==> config.mk <==
export PLATFORM = sky130hd
export DESIGN_NAME = unb_uart
export DESIGN_NICKNAME = d
export VERILOG_FILES = /design/src/hw/unb_pkg.sv /design/src/hw/unb_buf2.sv /design/src/hw/unb_uart.sv
export SDC_FILE = /design/constraint.sdc
export NUM_CORES = 1
export LEC_CHECK = 0
export ABC_AREA = 1
export BUFFER_PORTS_ARGS = -buffer_cell sky130_fd_sc_hd__buf_2
export CAP_MARGIN = 20
export CORE_MARGIN = 5
export CORE_UTILIZATION = 55
export DETAILED_ROUTE_END_ITERATION = 8
export PLACE_DENSITY_LB_ADDON = 0.25
export SETUP_SLACK_MARGIN = 0.3
export SLEW_MARGIN = 20
export SYNTH_ARGS = -nofsm -noshare
export SYNTH_HDL_FRONTEND = slang
export SYNTH_SLANG_ARGS = --single-unit
export TNS_END_PERCENT = 10
==> constraint.sdc <==
create_clock -name clock_in -period 2.3 [get_ports clock_in]
set_input_delay 0.23 -clock clock_in [delete_from_list [all_inputs] [get_ports clock_in]]
set_output_delay 0.23 -clock clock_in [all_outputs]
set_load 0.02 [all_outputs]
==> src/hw/unb_pkg.sv <==
package unb_pkg;
  // sixteen samples per bit, counter wraps at 15
  localparam logic [3:0] UNB_OVS_LAST = 4'hf;
  // majority samples at the bit centre
  localparam logic [3:0] UNB_SMP_A    = 4'h7;
  localparam logic [3:0] UNB_SMP_B    = 4'h8;
  localparam logic [3:0] UNB_SMP_C    = 4'h9;
  // frame positions: start, data 1..8, ninth 9, stop 10
  localparam logic [3:0] UNB_BIT_START = 4'h0;
  localparam logic [3:0] UNB_BIT_NINTH = 4'h9;
  localparam logic [3:0] UNB_BIT_STOP  = 4'ha;
  // last prescaler count (cpu clocks per tick less one) of the sixteen-times clock in mode 2
  localparam logic [2:0] UNB_M2_DIV_SLOW = 3'h3; // clk/64 per bit -> /4 per tick
  localparam logic [2:0] UNB_M2_DIV_FAST = 3'h1; // clk/32 per bit -> /2 per tick

  // word handed from the receiver into the buffer
  typedef struct packed {
    logic       ninth;
    logic [7:0] data;
  } unb_word_t;
endpackage

==> src/hw/unb_buf2.sv <==
`timescale 1ns/1ns
// two-entry flop buffer with valid/ready on both sides
module unb_buf2 (
  // clock and reset
  input  wire logic               clock_in,
  input  wire logic               sys_rst_in,
  // filling side
  input  wire logic               in_valid_in,
  output      logic               in_ready_out,
  input  wire unb_pkg::unb_word_t in_word_in,
  // draining side
  output      logic               out_valid_out,
  input  wire logic               out_ready_in,
  output      unb_pkg::unb_word_t out_word_out
);
  import unb_pkg::*;

  unb_word_t  mem_r [2];
  logic       wr_r;
  logic       rd_r;
  logic [1:0] cnt_r;
  logic       push;
  logic       pop;

  // handshakes
  assign in_ready_out  = (cnt_r != 2'h2);
  assign out_valid_out = (cnt_r != 2'h0);
  assign push          = in_valid_in && in_ready_out;
  assign pop           = out_valid_out && out_ready_in;
  assign out_word_out  = mem_r[rd_r];

  // storage write
  always_ff @(posedge clock_in) begin
    if (push) begin
      mem_r[wr_r] <= in_word_in;
    end
  end

  // pointers and fill count
  always_ff @(posedge clock_in) begin
    if (sys_rst_in) begin
      wr_r  <= 1'b0;
      rd_r  <= 1'b0;
      cnt_r <= 2'h0;
    end else begin
      if (push) wr_r <= ~wr_r;
      if (pop) rd_r <= ~rd_r;
      cnt_r <= cnt_r + {1'b0, push} - {1'b0, pop};
    end
  end
endmodule // unb_buf2

==> src/hw/unb_uart.sv <==
`timescale 1ns/1ns
// Summary of operation
// - receive enabled: falling edge starts frame
// - sixteen samples per bit, any rate
// - start edge resets divide-by-16 counter
// - two-of-three vote at bit centre
// - start vote high: abandon, await edge
// - accept if done clear and buffer has room, stop checked only with filtering
// - accepted: buffer, ninth bit, done set
// - rejected frame changes only the overrun flag, set when only the full buffer refused it
// - after stop centre await next edge
// - eleven bits: start, 8 lsb-first, ninth, stop
// - mode 3 same frame, timer rate
// - filtering only modes 2/3 with enable
// - filtering: only ninth=1 raises done
// - no hardware address compare
// - transmit ninth from control, after rollover
// - tx done set as stop driven
// - mode 2 rate clk/64 or clk/32
// - timer overflow clock divided by 16
module unb_uart (
  // clock and reset
  input  wire logic               clock_in,
  input  wire logic               sys_rst_in,
  // serial line
  input  wire logic               rxd_in,
  output      logic               txd_out,
  // control bits
  input  wire logic               mode3_sel_in,
  input  wire logic               rx_enable_in,
  input  wire logic               multiproc_enable_in,
  input  wire logic               baud_double_in,
  input  wire logic               timer_ovf_in,
  input  wire logic               tx_ninth_bit_in,
  // software flag clears
  input  wire logic               rx_done_clr_in,
  input  wire logic               tx_done_clr_in,
  // transmit write
  input  wire logic               tx_write_in,
  input  wire logic [7:0]         tx_data_in,
  output      logic               tx_busy_out,
  // receive buffer drain
  input  wire logic               rx_read_in,
  output      unb_pkg::unb_word_t serial_buffer_out,
  output      logic               rx_ninth_bit_out,
  output      logic               rx_done_flag_out,
  output      logic               tx_done_flag_out,
  output      logic               rx_overrun_out
);
  import unb_pkg::*;

  // receiver only needs to know whether a frame is in flight;
  // the bit position inside the frame is kept in its own counter
  typedef enum {UNB_RX_IDLE, UNB_RX_BITS} unb_rx_st_t;
  // transmitter waits for a rollover so bit edges stay on the shared grid
  typedef enum {UNB_TX_IDLE, UNB_TX_WAIT, UNB_TX_SHIFT} unb_tx_st_t;

  // rate generation
  logic [2:0]  pre_r;
  logic        tick;
  logic [3:0]  txdiv_r;

  // receive timing and sampling
  logic        rxd_d_r;
  unb_rx_st_t  rx_st_r;
  logic [3:0]  rx_ph_r;
  logic [3:0]  rx_bit_r;
  logic [2:0]  smp_r;
  logic [8:0]  rx_sh_r;

  // frame acceptance
  logic        vote;
  logic        accept;
  logic        stop_ok;

  // receive buffering towards the core
  logic        buf_ready;
  logic        buf_valid;
  unb_word_t   buf_word;
  unb_word_t   buf_head;
  unb_word_t   held_r;
  logic        held_v_r;

  // receive flags
  logic        rx_done_r;
  logic        rx_ninth_r;
  logic        overrun_r;

  // transmit path
  unb_tx_st_t  tx_st_r;
  logic [10:0] tx_sh_r;
  logic [3:0]  tx_bit_r;
  logic        txd_r;
  logic        tx_done_r;
  logic        tx_roll;

  // strobe at the third centre sample of every bit
  logic        fin_bit;

  // sixteen-times tick: prescaled cpu clock in mode 2, timer overflow in mode 3
  // mode 2 rate
  always_ff @(posedge clock_in) begin
    if (sys_rst_in || tick) begin
      pre_r <= 3'h0;
    end else begin
      pre_r <= pre_r + 3'h1;
    end
  end
  assign tick = mode3_sel_in ? timer_ovf_in
              : (pre_r == (baud_double_in ? UNB_M2_DIV_FAST : UNB_M2_DIV_SLOW));

  // free-running divide-by-16 for the transmitter
  // the receiver keeps its own phase so a start edge can realign it
  // without disturbing a frame going out at the same time
  always_ff @(posedge clock_in) begin
    if (sys_rst_in) begin
      txdiv_r <= 4'h0;
    end else if (tick) begin
      txdiv_r <= txdiv_r + 4'h1;
    end
  end
  assign tx_roll = tick && (txdiv_r == UNB_OVS_LAST);

  // line history for edge detection, sampled on each tick
  // sixteen samples per bit
  always_ff @(posedge clock_in) begin
    if (sys_rst_in) begin
      rxd_d_r <= 1'b1;
    end else if (tick) begin
      rxd_d_r <= rxd_in;
    end
  end

  // majority of the three centre samples, including the current one
  // two-of-three vote
  assign vote = (smp_r[1] & smp_r[0]) | (smp_r[1] & rxd_in) | (smp_r[0] & rxd_in);
  assign fin_bit = tick && (rx_ph_r == UNB_SMP_C);

  // centre samples collected into a small shift
  always_ff @(posedge clock_in) begin
    if (sys_rst_in) begin
      smp_r <= 3'h0;
    end else if (tick && (rx_ph_r == UNB_SMP_A || rx_ph_r == UNB_SMP_B)) begin
      smp_r <= {smp_r[1:0], rxd_in};
    end
  end

  // stop check only matters while filtering is on; a set done flag blocks it
  // stop-centre checks
  assign stop_ok = !multiproc_enable_in || (vote && rx_sh_r[8]);
  // no address compare: any ninth=1 frame with a high stop passes
  assign accept  = !rx_done_r && stop_ok && buf_ready;

  // receive sequencer
  // the edge is only looked for on ticks, so a glitch shorter than one
  // tick may be missed entirely; a longer one that ends before the centre samples is caught by the start vote
  always_ff @(posedge clock_in) begin
    if (sys_rst_in) begin
      rx_st_r  <= UNB_RX_IDLE;
      rx_ph_r  <= 4'h0;
      rx_bit_r <= UNB_BIT_START;
      rx_sh_r  <= 9'h000;
    end else begin
      case (rx_st_r)
        UNB_RX_IDLE: begin
          if (tick && rx_enable_in && rxd_d_r && !rxd_in) begin
            rx_st_r  <= UNB_RX_BITS;
            rx_ph_r  <= 4'h1;
            rx_bit_r <= UNB_BIT_START;
          end
        end
        UNB_RX_BITS: begin
          if (tick) begin
            rx_ph_r <= rx_ph_r + 4'h1;
          end
          if (fin_bit) begin
            rx_bit_r <= rx_bit_r + 4'h1;
            if (rx_bit_r == UNB_BIT_START) begin
              if (vote) begin
                rx_st_r <= UNB_RX_IDLE;
              end
            end else if (rx_bit_r == UNB_BIT_STOP) begin
              rx_st_r <= UNB_RX_IDLE;
            end else begin
              rx_sh_r <= {vote, rx_sh_r[8:1]};
            end
          end
        end
        default: rx_st_r <= UNB_RX_IDLE;
      endcase
    end
  end

  // frame is pushed into the buffer only when accepted at stop centre
  // rejected frame dropped
  assign buf_word.ninth = rx_sh_r[8];
  assign buf_word.data  = rx_sh_r[7:0];

  unb_buf2 u_buf (
    .clock_in      (clock_in),
    .sys_rst_in    (sys_rst_in),
    .in_valid_in   (fin_bit && rx_st_r == UNB_RX_BITS && rx_bit_r == UNB_BIT_STOP && accept),
    .in_ready_out  (buf_ready),
    .in_word_in    (buf_word),
    .out_valid_out (buf_valid),
    .out_ready_in  (!held_v_r || rx_read_in),
    .out_word_out  (buf_head)
  );

  // visible serial buffer holds the head word until software reads it
  // the extra stage means the core sees the word one cycle after the
  // done flag rises; it trades that lag for room for three words during a read stall
  // load buffer
  always_ff @(posedge clock_in) begin
    if (sys_rst_in) begin
      held_r   <= '0;
      held_v_r <= 1'b0;
    end else if (buf_valid && (!held_v_r || rx_read_in)) begin
      held_r   <= buf_head;
      held_v_r <= 1'b1;
    end else if (rx_read_in) begin
      held_v_r <= 1'b0;
    end
  end

  // ninth bit and done flag; set beats a same-cycle clear
  // ninth and done
  always_ff @(posedge clock_in) begin
    if (sys_rst_in) begin
      rx_done_r  <= 1'b0;
      rx_ninth_r <= 1'b0;
    end else if (in_push_evt()) begin
      rx_done_r  <= 1'b1;
      rx_ninth_r <= rx_sh_r[8];
    end else if (rx_done_clr_in) begin
      rx_done_r  <= 1'b0;
    end
  end

  // frame lost because the stall backed up the buffer
  // a frame refused by the filter or by a set done flag is not counted
  always_ff @(posedge clock_in) begin
    if (sys_rst_in) begin
      overrun_r <= 1'b0;
    end else if (fin_bit && rx_st_r == UNB_RX_BITS && rx_bit_r == UNB_BIT_STOP
                 && !rx_done_r && stop_ok && !buf_ready) begin
      overrun_r <= 1'b1;
    end else if (rx_done_clr_in) begin
      overrun_r <= 1'b0;
    end
  end

  // accept strobe for the flags; the buffer push repeats the same expression, so both agree
  function automatic logic in_push_evt();
    in_push_evt = fin_bit && rx_st_r == UNB_RX_BITS && rx_bit_r == UNB_BIT_STOP && accept;
  endfunction

  // transmitter: waits for rollover after write, then one bit per rollover
  // a write while busy is dropped; done rises a bit before busy falls, so software must watch tx_busy_out
  // ninth from control
  always_ff @(posedge clock_in) begin
    if (sys_rst_in) begin
      tx_st_r  <= UNB_TX_IDLE;
      tx_sh_r  <= 11'h7ff;
      tx_bit_r <= 4'h0;
      txd_r    <= 1'b1;
    end else begin
      case (tx_st_r)
        UNB_TX_IDLE: begin
          if (tx_write_in) begin
            tx_sh_r <= {1'b1, tx_ninth_bit_in, tx_data_in, 1'b0};
            tx_st_r <= UNB_TX_WAIT;
          end
        end
        UNB_TX_WAIT: begin
          if (tx_roll) begin
            txd_r    <= tx_sh_r[0];
            tx_sh_r  <= {1'b1, tx_sh_r[10:1]};
            tx_bit_r <= 4'h1;
            tx_st_r  <= UNB_TX_SHIFT;
          end
        end
        UNB_TX_SHIFT: begin
          if (tx_roll) begin
            if (tx_bit_r == UNB_BIT_STOP + 4'h1) begin
              txd_r   <= 1'b1;
              tx_st_r <= UNB_TX_IDLE;
            end else begin
              txd_r    <= tx_sh_r[0];
              tx_sh_r  <= {1'b1, tx_sh_r[10:1]};
              tx_bit_r <= tx_bit_r + 4'h1;
            end
          end
        end
        default: tx_st_r <= UNB_TX_IDLE;
      endcase
    end
  end

  // transmit done as stop bit goes out; set beats clear
  // done at stop
  always_ff @(posedge clock_in) begin
    if (sys_rst_in) begin
      tx_done_r <= 1'b0;
    end else if (tx_st_r == UNB_TX_SHIFT && tx_roll && tx_bit_r == UNB_BIT_STOP) begin
      tx_done_r <= 1'b1;
    end else if (tx_done_clr_in) begin
      tx_done_r <= 1'b0;
    end
  end

  // outputs
  // every level below but tx_busy_out, a decode of tx_st_r, comes straight from a register, so the core
  // never sees a combinational glitch on the flags
  assign txd_out           = txd_r;
  assign tx_busy_out       = (tx_st_r != UNB_TX_IDLE);
  assign serial_buffer_out = held_r;
  assign rx_ninth_bit_out  = rx_ninth_r;
  assign rx_done_flag_out  = rx_done_r;
  assign tx_done_flag_out  = tx_done_r;
  assign rx_overrun_out    = overrun_r;
endmodule // unb_uart

# --- After elaboration in Yosys (flattened, before gate mapping) ---
# Memory sizes are Yosys's and may differ from the RTL's. A register that Yosys moved wholly into a read port is not among the register bits.
# Index checks and enable logic that the tools add are counted.
word_totals:
  ff_bits: 116
  ram_bits: 18
  input_bits: 21
  output_inout_bits: 15
  elab_cells: 150
  memories: 1
classes:
  n_addsub: 7
  eq_ne: 24
  n_mux: 41
  bitwise: 9
  n_reduce_logical: 48
memory_table:
  columns: ["name", "words", "width", "read_ports", "rd_ports_with_merged_regs", "write_ports", "line", "source"]
  rows:
  - ["u_buf.mem_r", 2, 9, 1, 1, 1, "unb_buf2.sv:18", "unb_word_t mem_r [2];"]
op_table:
  columns: ["op", "count"]
  rows:
  - ["32-bit 2-to-1 mux", 9]
  - ["32-bit one-hot mux with 3 select lines", 1]
  - ["32-bit by 1-bit equality test with 1-bit output (second input constant)", 2]
  - ["32-bit by 2-bit equality test with 1-bit output (second input constant)", 2]
  - ["32-bit logical NOT", 2]
  - ["32-bit one-hot mux with 2 select lines", 1]
  - ["11-bit 2-to-1 mux", 4]
  - ["11-bit one-hot mux with 3 select lines", 1]
  - ["32-bit by 3-bit equality test with 1-bit output (second input constant)", 1]
  - ["32-bit nonzero test", 1]
  - ["4-bit 2-to-1 mux", 7]
  - ["4-bit equality test (second input constant)", 6]
  - ["4-bit one-hot mux with 2 select lines", 3]
  - ["1-bit logical AND", 19]
  - ["2-bit inequality test (second input constant)", 9]
  - ["4-bit by 1-bit adder with 4-bit output (second input constant)", 4]
  - ["4-bit AND reduction", 4]
  - ["2-bit nonzero test", 7]
  - ["1-bit 2-to-1 mux", 13]
  - ["3-bit AND reduction", 3]
  - ["3-bit inequality test (second input constant)", 2]
  - ["1-bit logical NOT", 5]
  - ["5-bit AND reduction", 1]
  - ["4-bit by 3-bit equality test with 1-bit output (second input constant)", 1]
  - ["other kinds (12)", 21]

# --- Logic depth before layout (Yosys ltp) ---
# Gate-level depths: netlist of run 1.
logic_depth:
  depth_word: 11
  depth_mapped: 11
  ltp_nobuf: 11

# --- Hierarchy ---
# From an unflattened synthesis of run 1, not the netlist that was laid out.
hier_totals:
  cells_unflattened: 468
  hier_area_um2: 3881.2
modules_own_cells:
  columns: ["mod", "instances", "cells_per_inst", "area_each_um2", "seq_area_each_um2"]
  rows:
  - ["unb_uart", 1, 403, 2930.3, 1181.1]
  - ["unb_buf2", 1, 65, 950.9, 640.6]

# --- Worst setup path after synthesis of run 1 ---
# OpenSTA, ideal clock, no wires.
synth_timing:
  path_type: "reg-to-reg"
  from: "reg rx_bit_r[0]"
  to: "mem u_buf.mem_r[0][0] in the netlist's numbering (enable)"
  setup_time_ns: 0.374
  arrival_ns: 1.545
  required_time_ns: 1.926
  path_slack_ns: 0.381
  stages_incl_launch_ff: 9
  path_buffers: 0
  synth_period_minus_slack_ns: 1.919
  path_cell_list: "dfxtp_1 inv_1 ha_1 nand3_1 nor2_1 nand4_2 nor2_4 inv_2 nor2_1"
synth_between:
  elab_chain_cells: 6
synth_rtl:
  columns: ["element", "line", "source"]
  rows:
  - ["start, declared", "unb_uart.sv:67", "logic [3:0] rx_bit_r;"]
  - ["start signal, assigned", "unb_uart.sv:177", "rx_bit_r <= rx_bit_r + 4'h1;"]
  - ["4-bit equality test", "unb_uart.sv:202", ".in_valid_in (fin_bit && rx_st_r == UNB_RX_BITS && rx_bit_r == UNB_BIT_STOP && accept),"]
  - ["1-bit logical AND (2 in series)", "unb_uart.sv:202", null]
  - ["1-bit logical AND", "unb_buf2.sv:28", "assign push = in_valid_in && in_ready_out;"]
  - ["1-bit 2-to-1 mux", "unb_buf2.sv:34", "if (push) begin"]
  - ["1-bit 2-to-1 mux (implied by the code)", "unb_buf2.sv:35", "mem_r[wr_r] <= in_word_in;"]
  - ["end, declared", "unb_buf2.sv:18", null]
# No other way between the ends.

# --- Worst setup path in the final report of run 1 ---
layout_timing:
  from: "reg rx_bit_r[0]"
  to: "mem u_buf.mem_r[0][5] in the netlist's numbering (enable)"
# The elaborated chain is that of the path after synthesis.

==> impl_metrics.env, run 1 <==
export IMPL_endpoint_kind="register"
export IMPL_grt_overflow=0
export IMPL_reg2reg_slack_ns=0.46
export IMPL_critPathMaxFanout=9
export IMPL_setup_viol=0
export IMPL_grt_max_degree=25
export IMPL_switching_share=0.335
export IMPL_gp_congestion=0.818
export IMPL_track_usage=0.154
export IMPL_finalNonFillerCells=547
export IMPL_ios=36
export IMPL_min_to="tx_done_flag_out"
export IMPL_r2r_cells=9
export IMPL_clkLatencyLatePin_ns=0.35
export IMPL_required_ns=2.36
export IMPL_ys_top_cells_by_count="63 x dfxtp_1, 58 x nor2_1, 57 x nand2_1, 49 x inv_1, 46 x a21oi_1"
export IMPL_syn_to_final_growth_pct=11.8
export IMPL_place_ws_ns=0.333
export IMPL_via_per_inst=5.01
export IMPL_antenna_found_initial=0
export IMPL_ys_flop_type="dfxtp_1"
export IMPL_hold_depth=4
export IMPL_placementRows=29
export IMPL_drt_pass1_iter_count=4
export IMPL_cts_clk_slew_worst_paths_ns=0.08
export IMPL_min_period_over_period=0.798
export IMPL_worstMarginPinSlew_ns=0.561
export IMPL_n_antenna_cell=0
export IMPL_grt_util_met2=0.243
export IMPL_drt_wl_total_um=6190
export IMPL_start_util=0.567
export IMPL_ys_types=39
export IMPL_ys_seq_elements=81
export IMPL_drt_initial_drc_count=55
export IMPL_synth_top_area_frac=0.349
export IMPL_die_h_um=91.1
export IMPL_tns_ns=0
export IMPL_fillCellCount=532
export IMPL_synthTopCellsByArea="dfxtp_1 35%, edfxtp_1 15%, a21oi_1 6.4%"
export IMPL_die_w_um=91.1
export IMPL_slew_viol_final=0
export IMPL_dp_hpwl_um=4320
export IMPL_hold_violations=0
export IMPL_reg2reg_to="u_buf.mem_r[0][5]"
export IMPL_p_total_mw=3.70
export IMPL_drc=0
export IMPL_synthCells=430
export IMPL_fin_ws_ns=0.465
export IMPL_powerDensity_nw_per_um2=915
export IMPL_gr_usage_met1=0.201
export IMPL_seq_power_share=0.475
export IMPL_synth_area_leader_cell="dfxtp_1"
export IMPL_finalHoldWorstSlack_ns=0.130
export IMPL_rsz0062_at_grt="yes"
export IMPL_worst_setup_path_type="reg -> reg"
export IMPL_cp_start_kind="register"
export IMPL_synth_edff_count=18
export IMPL_hold_start="tx_done_clr_in"
export IMPL_p_int_mw=2.46
export IMPL_vias=2739
export IMPL_final_layout_size_suffix_gt1_frac=0.172
export IMPL_async_reset_ff_frac=0
export IMPL_leakagePower_nw=1.78
export IMPL_yosysMostFrequentCell="dfxtp_1"
export IMPL_syn_nets=468
export IMPL_avgRoutedWirePerCell_um=11.3
export IMPL_max_freq_ghz=0.545
export IMPL_h_tree_depth=3
export IMPL_grt_busiest_layer="met2"
export IMPL_cts_sinks=81
export IMPL_switchingPower_mw=1.24
export IMPL_ant_nets=0
export IMPL_nNetsFinal=503
export IMPL_dpl_cell_count=530
export IMPL_min_path_type="in -> reg"
export IMPL_port_buffers=35
export IMPL_syn_area_um2=3620
export IMPL_hold_buffers=0
export IMPL_clockBufferDepth=2
export IMPL_ys_warnings_count=0
export IMPL_pwr_share_clk=0.272
export IMPL_worstPathArrival_ns=1.89
export IMPL_drv_cap=0
export IMPL_pwr_share_comb=0.253
export IMPL_skew_ns=0.00720
export IMPL_die_area_um2=8300
export IMPL_reg2reg_from="rx_bit_r[0]"
export IMPL_fin_crit_ns=1.84
export IMPL_core_area_um2=6390
export IMPL_status="complete, no violations"
export IMPL_ir_worst_vdd_uv=858
export IMPL_grt_pass1_vias=2441
export IMPL_use_met3=0.0438
export IMPL_relSlewSlack=0.625
export IMPL_numCtsBuffers=9
export IMPL_synth_area_per_cell_um2=8.42
export IMPL_grt_pass1_wl_um=10600
export IMPL_synth_seq_area_share=0.498
export IMPL_multi_input_area_um2=1560
export IMPL_tritoncts="done"
export IMPL_seqCellArea_um2=1800
export IMPL_cts_root_buf="clkbuf_8"
[sequential cells by signal, summed over array words and instances (netlist names), 2 cells and up]
name	flops
buf_word	9
pre_r	3
rx_bit_r	4
rx_ph_r	4
serial_buffer_out	9
smp_r	2
tx_bit_r	4
tx_sh_r	10
tx_st_r	2
txdiv_r	4
u_buf.cnt_r	2
u_buf.mem_r	18
[power by group through the flow]
stage               sequential, mW  clock [mW]  combinational (mW)
detailed placement            1.79           0               0.910
floorplan                     1.83           0               0.649
global placement              1.78           0               0.879
global route                  1.80        1.11                1.04
CTS                           1.76        1.03               0.916
finish                        1.76        1.01               0.937
[critical path: stages, from the launching register on]
cell,delay (ns)
dfxtp_1,0.33
inv_1,0.11
ha_1,0.16
nand3_1,0.10
nor2_1,0.16
nand4_2,0.15
nor2_4,0.18
inv_2,0.08
nor2_1,0.10
buf_4,0.18
[metal layers]
layer | share of wire | vias up
li1 | - | 1480
met1 | 0.48 | 1210
met2 | 0.46 | 41
met3 | 0.045 | 8
met4 | 0.015 | 0
met5 | 0 | -
[repair_timing]
item,4_1_cts,5_1_grt
gates resized for setup,0,4
buffers inserted,0,0
endpoints found under the setup margin,0,28
[worst max path at each step]
stage	from	to	slack, ns	cells after the start
after floorplan	rx_bit_r[0]	u_buf.mem_r[0][0]	0.38	8
after global placement	tx_st_r[0]	tx_sh_r[9]	0.43	8
after detailed placement	tx_st_r[0]	tx_sh_r[9]	0.33	8
after CTS	tx_st_r[0]	tx_sh_r[9]	0.33	8
after global routing	rx_bit_r[0]	u_buf.mem_r[0][5]	0.29	9
final	rx_bit_r[0]	u_buf.mem_r[0][5]	0.46	9
[placed cells by master, fill, tap and decap left out, types with 2 or more instances in the layout]
cell and n:
ha_1 17, nor2_1 58, edfxtp_1 18, o21ai_0 36
nand2_1 56, nand2_2 3, or2_2 9, buf_2 35
o21ai_2 2, nor2_4 2, clkinv_1 2, inv_1 48
a21oi_2 3, nand4_1 2, o211ai_1 10, nand3_1 19
nor3_1 2, a21oi_1 46, clkbuf_8 9, o21bai_1 2
xor2_1 3, inv_2 2, dfxtp_1 63, buf_4 4
clkinv_4 2, clkinvlp_4 2
[cell type report]
class                   count  area share
repair buffers             39      0.0507
flip-flops and latches     81       0.445
inverters                  51      0.0473
multi-input cells         283       0.384
clock buffers               9      0.0306
well taps                  77      0.0238
clock inverters             7      0.0176
[cell families after synthesis]
family                   share of synthesized area
AO/OA/AOI/OAI                                0.158
XOR/XNOR                                   0.00968
adder cells (fa/ha/maj)                     0.0588
buffers and inverters                       0.0761
flip-flops                                   0.498
AND/OR/NAND/NOR                              0.200
[stage by stage]
stage	utilization	cell area (um2)
global route	0.633	4050
CTS	0.631	4030
detailed placement	0.601	3840
finish	0.633	4050
global placement	0.601	3840
floorplan	-	3620
No activity file was read; power rests on OpenSTA's default activity.
==> run 2, diff against run 1 <==
Settings changed: CORE_UTILIZATION 55 to 53.
Clock period 2.3 ns to 1.6 ns, I/O delays scaled along.
==> run 2 against run 1 <==
Compared with the run above: power increased by 55%; final area increased by 10%; cell count increased by 5.1%; count of clock-buffer cells in the layout increased by 2; worst setup slack got worse by 0.43 ns; critical path type unchanged.
==> impl_metrics.env, run 2 (synthesis results as in run 1) <==
export IMPL_nNetsFinal=528
export IMPL_critPathMaxFanout=4
export IMPL_p_total_mw=5.75
export IMPL_die_h_um=92.6
export IMPL_ant_nets=0
export IMPL_drv_cap=0
export IMPL_skew_ns=0.0118
export IMPL_most_common_layout_cells="54 x nor2_1, 53 x dfxtp_1, 48 x nand2_1"
export IMPL_final_core_util=0.665
export IMPL_ir_worst_vdd_uv=1100
export IMPL_fin_crit_ns=1.57
export IMPL_drc=0
export IMPL_via_per_inst=5.03
export IMPL_gp_congestion=0.784
export IMPL_clockBufferDepth=2
export IMPL_min_path_type="in -> reg"
export IMPL_endpoint_kind="register"
export IMPL_antenna_found_initial=0
export IMPL_grt_pass1_wl_um=12100
export IMPL_syn_to_final_growth_pct=23.4
export IMPL_grt_pass1_vias=2847
export IMPL_ios=36
export IMPL_tns_ns=0
export IMPL_start_util=0.539
export IMPL_die_area_um2=8580
export IMPL_drt_wl_total_um=7110
export IMPL_slew_viol_final=0
export IMPL_n_antenna_cell=0
export IMPL_top_register="u_buf.mem_r"
export IMPL_clkLatencyLatePin_ns=0.35
export IMPL_max_freq_ghz=0.638
export IMPL_setup_viol=0
export IMPL_die_w_um=92.6
export IMPL_status="complete, no violations"
export IMPL_worstMarginPinSlew_ns=0.558
export IMPL_tritoncts="done"
export IMPL_final_layout_size_suffix_gt1_frac=0.307
export IMPL_fin_ws_ns=0.0326
export IMPL_worst_setup_path_type="reg -> reg"
export IMPL_min_period_over_period=0.980
export IMPL_cp_slowest_cell="dfxtp_2"
export IMPL_rsz0062_at_grt="yes"
export IMPL_placementRows=30
export IMPL_powerDensity_nw_per_um2=1290
export IMPL_drt_pass1_iter_count=4
export IMPL_vias=2891
export IMPL_place_ws_ns=-0.0199
export IMPL_grt_max_degree=37
export IMPL_numCtsBuffers=9
export IMPL_relSlewSlack=0.628
export IMPL_drt_initial_drc_count=86
export IMPL_layout_commonest_cell="nor2_1"
export IMPL_path_cells="inv_2, or2_4, nor2_8, nand4_4, nor2_4, nand2_2, clkinvlp_4"
export IMPL_cts_clk_slew_worst_paths_ns=0.09
export IMPL_cts_root_buf="clkbuf_8"
export IMPL_dp_hpwl_um=4890
export IMPL_avgRoutedWirePerCell_um=12.4
export IMPL_largest_reg_flops=18
export IMPL_track_usage=0.175
export IMPL_worstPathArrival_ns=1.64
export IMPL_grt_overflow=0
export IMPL_cp_start_kind="register"
export IMPL_fillCellCount=549
export IMPL_required_ns=1.67
export IMPL_h_tree_depth=3
export IMPL_port_buffers=35
export IMPL_core_area_um2=6720
export IMPL_cp_slowest_stage_delay_ns=0.34
export IMPL_reg_top3="u_buf.mem_r (18), tx_sh_r (10)"
export IMPL_cts_sinks=81
export IMPL_hold_violations=0
export IMPL_leakagePower_nw=1.92
==> run 2: changes by cell type in the layout (fill, tap and decap cells not counted), moves of 4 or more <==
cell | previous run | this run
buf_4 | 4 | 26
inv_1 | 48 | 36
dfxtp_1 | 63 | 53
dfxtp_2 | 0 | 9
nand2_1 | 56 | 48
inv_2 | 2 | 9
nand2_2 | 3 | 10
ha_1 | 17 | 11
ha_4 | 0 | 5
inv_4 | 0 | 4
nor2_1 | 58 | 54
o21ai_0 | 36 | 32
o21ai_1 | 1 | 5
==> run 2: final timing paths <==
kind                  startpoint                 to  slack [ns]  cells after the start
setup / recovery      rx_ph_r[3]  u_buf.mem_r[1][6]        0.03                      7
hold / removal    tx_done_clr_in   tx_done_flag_out        0.05                      4
setup reg to reg      rx_ph_r[3]  u_buf.mem_r[1][6]        0.03                      7
hold reg to reg       tx_sh_r[1]         tx_sh_r[0]        0.45                      2
==> run 2: routing by layer <==
layer | vias to the layer above | global-route usage | wire length, um
li1 | 1532 | - | -
met1 | 1301 | 0.196 | 3080
met2 | 47 | 0.310 | 3660
met3 | 11 | 0.0463 | 269
met4 | 0 | 0.0806 | 102
met5 | - | 0 | 0
==> run 2: cell type report <==
cell class	instances	area, um2	area share
Clock buffer	11	153	0.0342
Clock inverter	5	60.1	0.0134
Inverter	51	206	0.0462
Multi-Input combinational cell	283	1720	0.384
Sequential cell	81	1820	0.407
Tap cell	80	100	0.0224
Timing Repair Buffer	63	408	0.0913
Timing Repair inverter	1	7.51	0.00168
==> run 2: worst max-delay path: cells and delay by family, from the launching register on <==
kind / cells / cell delay [ns]
AND/OR/NAND/NOR: 5 / 0.77
flip-flops: 1 / 0.34
buffers and inverters: 2 / 0.19
==> run 2: report_power, final <==
| group | leakage [nW] | internal (mW) | switching (mW) | total [mW] |
|---|---|---|---|---|
| logic | 1.09 | 0.668 | 0.956 | 1.62 |
| clock network | 0.105 | 0.825 | 0.751 | 1.58 |
| registers | 0.728 | 2.36 | 0.191 | 2.55 |
| total | 1.92 | 3.85 | 1.90 | 5.75 |
==> run 2: through the flow <==
step	hold slack, ns	instance area (um2)	std cells
after floorplan	0.319	3660	430
after global placement	0.413	4050	554
after detailed placement	0.422	4050	554
after CTS	0.0393	4290	572
after global routing	0.0526	4470	575
final	0.0538	4470	575
==> run 2: repair_timing <==
action,in CTS,in global routing
pin swaps,4,20
setup buffers,1,2
gates cloned,1,1
setup endpoints to repair,62,70
resized for setup,6,54
hold buffers,0,0
==> run 3, diff against run 2 <==
--- a/config.mk
+++ b/config.mk
@@ -8,5 +8,4 @@
 export ABC_AREA = 1
 export BUFFER_PORTS_ARGS = -buffer_cell sky130_fd_sc_hd__buf_2
-export CAP_MARGIN = 20
 export CORE_MARGIN = 5
 export CORE_UTILIZATION = 53
==> constraint.sdc (replaced) <==
create_clock -name clock_in -period 1.6 [get_ports clock_in]
set_input_delay 0.32 -clock clock_in [delete_from_list [all_inputs] [get_ports clock_in]]
set_output_delay 0.32 -clock clock_in [all_outputs]
set_load 0.02 [all_outputs]
==> run 3 against run 2 <==
Compared with the run above: via count is 4.4% higher; global-route usage is 0.18 points higher; count of clock-buffer cells in the layout stayed put; critical path type unchanged; critical path depth is 2 higher; clock power is 5% lower; worst hold slack better by 0.14 ns; largest power group unchanged; combinational power is 25% higher; cell count is 1.9% higher; worst setup slack better by 0.039 ns; sequential share of layout area is 2.7 points lower; largest cell class is now multi-input gates; sequential power hardly changed.
==> impl_metrics.env, run 3 (synthesis results as in run 1) <==
export IMPL_status="complete, no violations"
export IMPL_path_cells="inv_2, or2_4, nor2_8, buf_6, nand3_4, nor2_4, buf_6, o21ai_2, nor2_1"
export IMPL_core_area_um2=6720
export IMPL_gp_congestion=0.785
export IMPL_critical_path_top_delay_family="simple AND/OR/NAND/NOR gates"
export IMPL_min_period_over_period=0.955
export IMPL_ir_worst_vdd_uv=884
export IMPL_worstMarginPinSlew_ns=0.568
export IMPL_top_register="u_buf.mem_r"
export IMPL_fin_crit_ns=1.53
export IMPL_min_path_type="in -> reg"
export IMPL_switching_share=0.339
export IMPL_die_area_um2=8580
export IMPL_cts_root_buf="clkbuf_8"
export IMPL_p_int_mw=4.03
export IMPL_cts_clk_slew_worst_paths_ns=0.08
export IMPL_setup_viol=0
export IMPL_cp_start_kind="register"
export IMPL_skew_ns=0.0105
export IMPL_cp_buffers_inverters=3
export IMPL_min_to="tx_done_flag_out"
export IMPL_die_w_um=92.6
export IMPL_grt_pass1_wl_um=12100
export IMPL_drv_cap=0
export IMPL_reg2reg_from="rx_ph_r[3]"
export IMPL_h_tree_depth=3
export IMPL_rsz0062_at_grt="yes"
export IMPL_switchingPower_mw=2.07
export IMPL_placementRows=30
export IMPL_reg2reg_slack_ns=0.07
export IMPL_grt_max_degree=37
export IMPL_pwr_share_clk=0.245
export IMPL_pwr_share_comb=0.333
export IMPL_drt_initial_drc_count=56
export IMPL_reg_top3="u_buf.mem_r (18), tx_sh_r (10)"
export IMPL_dpl_cell_count=557
export IMPL_layout_commonest_cell="dfxtp_1"
export IMPL_slew_viol_final=0
export IMPL_reg2reg_to="buf_word[6]"
export IMPL_n_antenna_cell=0
export IMPL_ant_nets=0
export IMPL_drt_pass1_iter_count=4
export IMPL_fillCellCount=470
export IMPL_drc=0
export IMPL_hold_violations=0
export IMPL_cp_slowest_stage_delay_ns=0.34
export IMPL_final_core_util=0.715
export IMPL_hold_start="tx_done_clr_in"
export IMPL_required_ns=1.90
export IMPL_final_layout_size_suffix_gt1_frac=0.409
export IMPL_hold_buffers=0
export IMPL_antenna_found_initial=0
export IMPL_drt_wl_total_um=7800
export IMPL_seq_power_share=0.421
export IMPL_die_h_um=92.6
export IMPL_vias=3017
export IMPL_crit_cells=9
export IMPL_cp_slowest_cell="dfxtp_2"
export IMPL_clockBufferDepth=2
export IMPL_avgRoutedWirePerCell_um=13.3
export IMPL_p_total_mw=6.10
export IMPL_critPathMaxFanout=5
export IMPL_cpMostUsedCell="buf_6"
export IMPL_leakagePower_nw=2.03
export IMPL_start_util=0.539
export IMPL_relSlewSlack=0.621
export IMPL_max_freq_ghz=0.654
export IMPL_worstPathArrival_ns=1.83
export IMPL_ios=36
export IMPL_largest_reg_flops=18
export IMPL_hold_depth=4
export IMPL_grt_overflow=0
export IMPL_grt_pass1_vias=2853
export IMPL_finalNonFillerCells=586
export IMPL_worst_setup_path_type="reg -> reg"
export IMPL_tritoncts="done"
export IMPL_syn_to_final_growth_pct=32.7
export IMPL_clkLatencyLatePin_ns=0.36
export IMPL_powerDensity_nw_per_um2=1270
export IMPL_r2r_cells=9
export IMPL_most_common_layout_cells="51 x dfxtp_1, 50 x nor2_1, 37 x nand2_1, 37 x a21oi_1, 34 x buf_2"
export IMPL_finalHoldWorstSlack_ns=0.194
export IMPL_track_usage=0.177
export IMPL_port_buffers=35
export IMPL_via_per_inst=5.15
export IMPL_nNetsFinal=539
export IMPL_numCtsBuffers=9
export IMPL_dp_hpwl_um=4920
export IMPL_cts_sinks=81
export IMPL_endpoint_kind="register"
[run 3: cell types whose count changed in the layout (fill, tap and decap cells not counted), sizes merged]
cell,before,now
buf,63,72
clkbuf,11,13
clkinv,2,4
inv,52,50
[run 3: stage by stage]
step                cell area (um2)  TNS, ns  setup WS, ns
floorplan                      3660  -0.0785      -0.00873
global placement               4080   -0.358       -0.0399
detailed placement             4080    -1.01       -0.0783
CTS                            4310        0        0.0824
global route                   4800  -0.0274       -0.0177
finish                         4800        0        0.0720
[run 3: cell type report]
cell class              instances  area (um2)  area share
flip-flops and latches         81        1820       0.379
multi-input cells             283        1910       0.398
clock inverters                 5        55.1      0.0115
repair buffers                 74         552       0.115
clock buffers                  11         141      0.0295
inverters                      51         214      0.0446
well taps                      80         100      0.0208
repair inverters                1        7.51     0.00156
[run 3: power by group through the flow]
stage,combinational (mW),clock (mW),sequential [mW]
finish,2.03,1.50,2.57
global route,2.24,1.61,2.61
CTS,1.49,1.52,2.53
detailed placement,1.47,0,2.57
global placement,1.42,0,2.56
floorplan,0.936,0,2.63
[run 3: timing repair]
item	in CTS	in global routing
pin swaps	5	48
setup endpoints to repair	62	74
cloned	2	3
endpoints found under the hold margin	0	0
buffers inserted	0	8
gates resized for setup	10	126
[run 3: how the worst max path moves through the flow]
stage	startpoint	to	slack, ns
after global routing	pre_r[0]	buf_word[6]	-0.02
after detailed placement	mode3_sel_in	u_buf.mem_r[0][0]	-0.08
final	rx_ph_r[3]	buf_word[6]	0.07
after floorplan	rx_ph_r[3]	u_buf.mem_r[0][0]	-0.009
after global placement	mode3_sel_in	u_buf.mem_r[0][8]	-0.04
after CTS	rx_ph_r[1]	u_buf.mem_r[0][1]	0.08
[run 3: worst register-to-register path, cell delays in order (launching register included)]
cell and delay (ns):
dfxtp_2 0.34, inv_2 0.04, or2_4 0.25, nor2_8 0.10
buf_6 0.11, nand3_4 0.11, nor2_4 0.16, buf_6 0.16
o21ai_2 0.06, nor2_1 0.13
[run 3: per-layer routing]
metal | part of all wire | vias up | global-route usage
li1 | - | 1550 | -
met1 | 0.41 | 1389 | 0.193
met2 | 0.53 | 61 | 0.322
met3 | 0.042 | 17 | 0.0471
met4 | 0.023 | 0 | 0.0757
met5 | 0 | - | 0
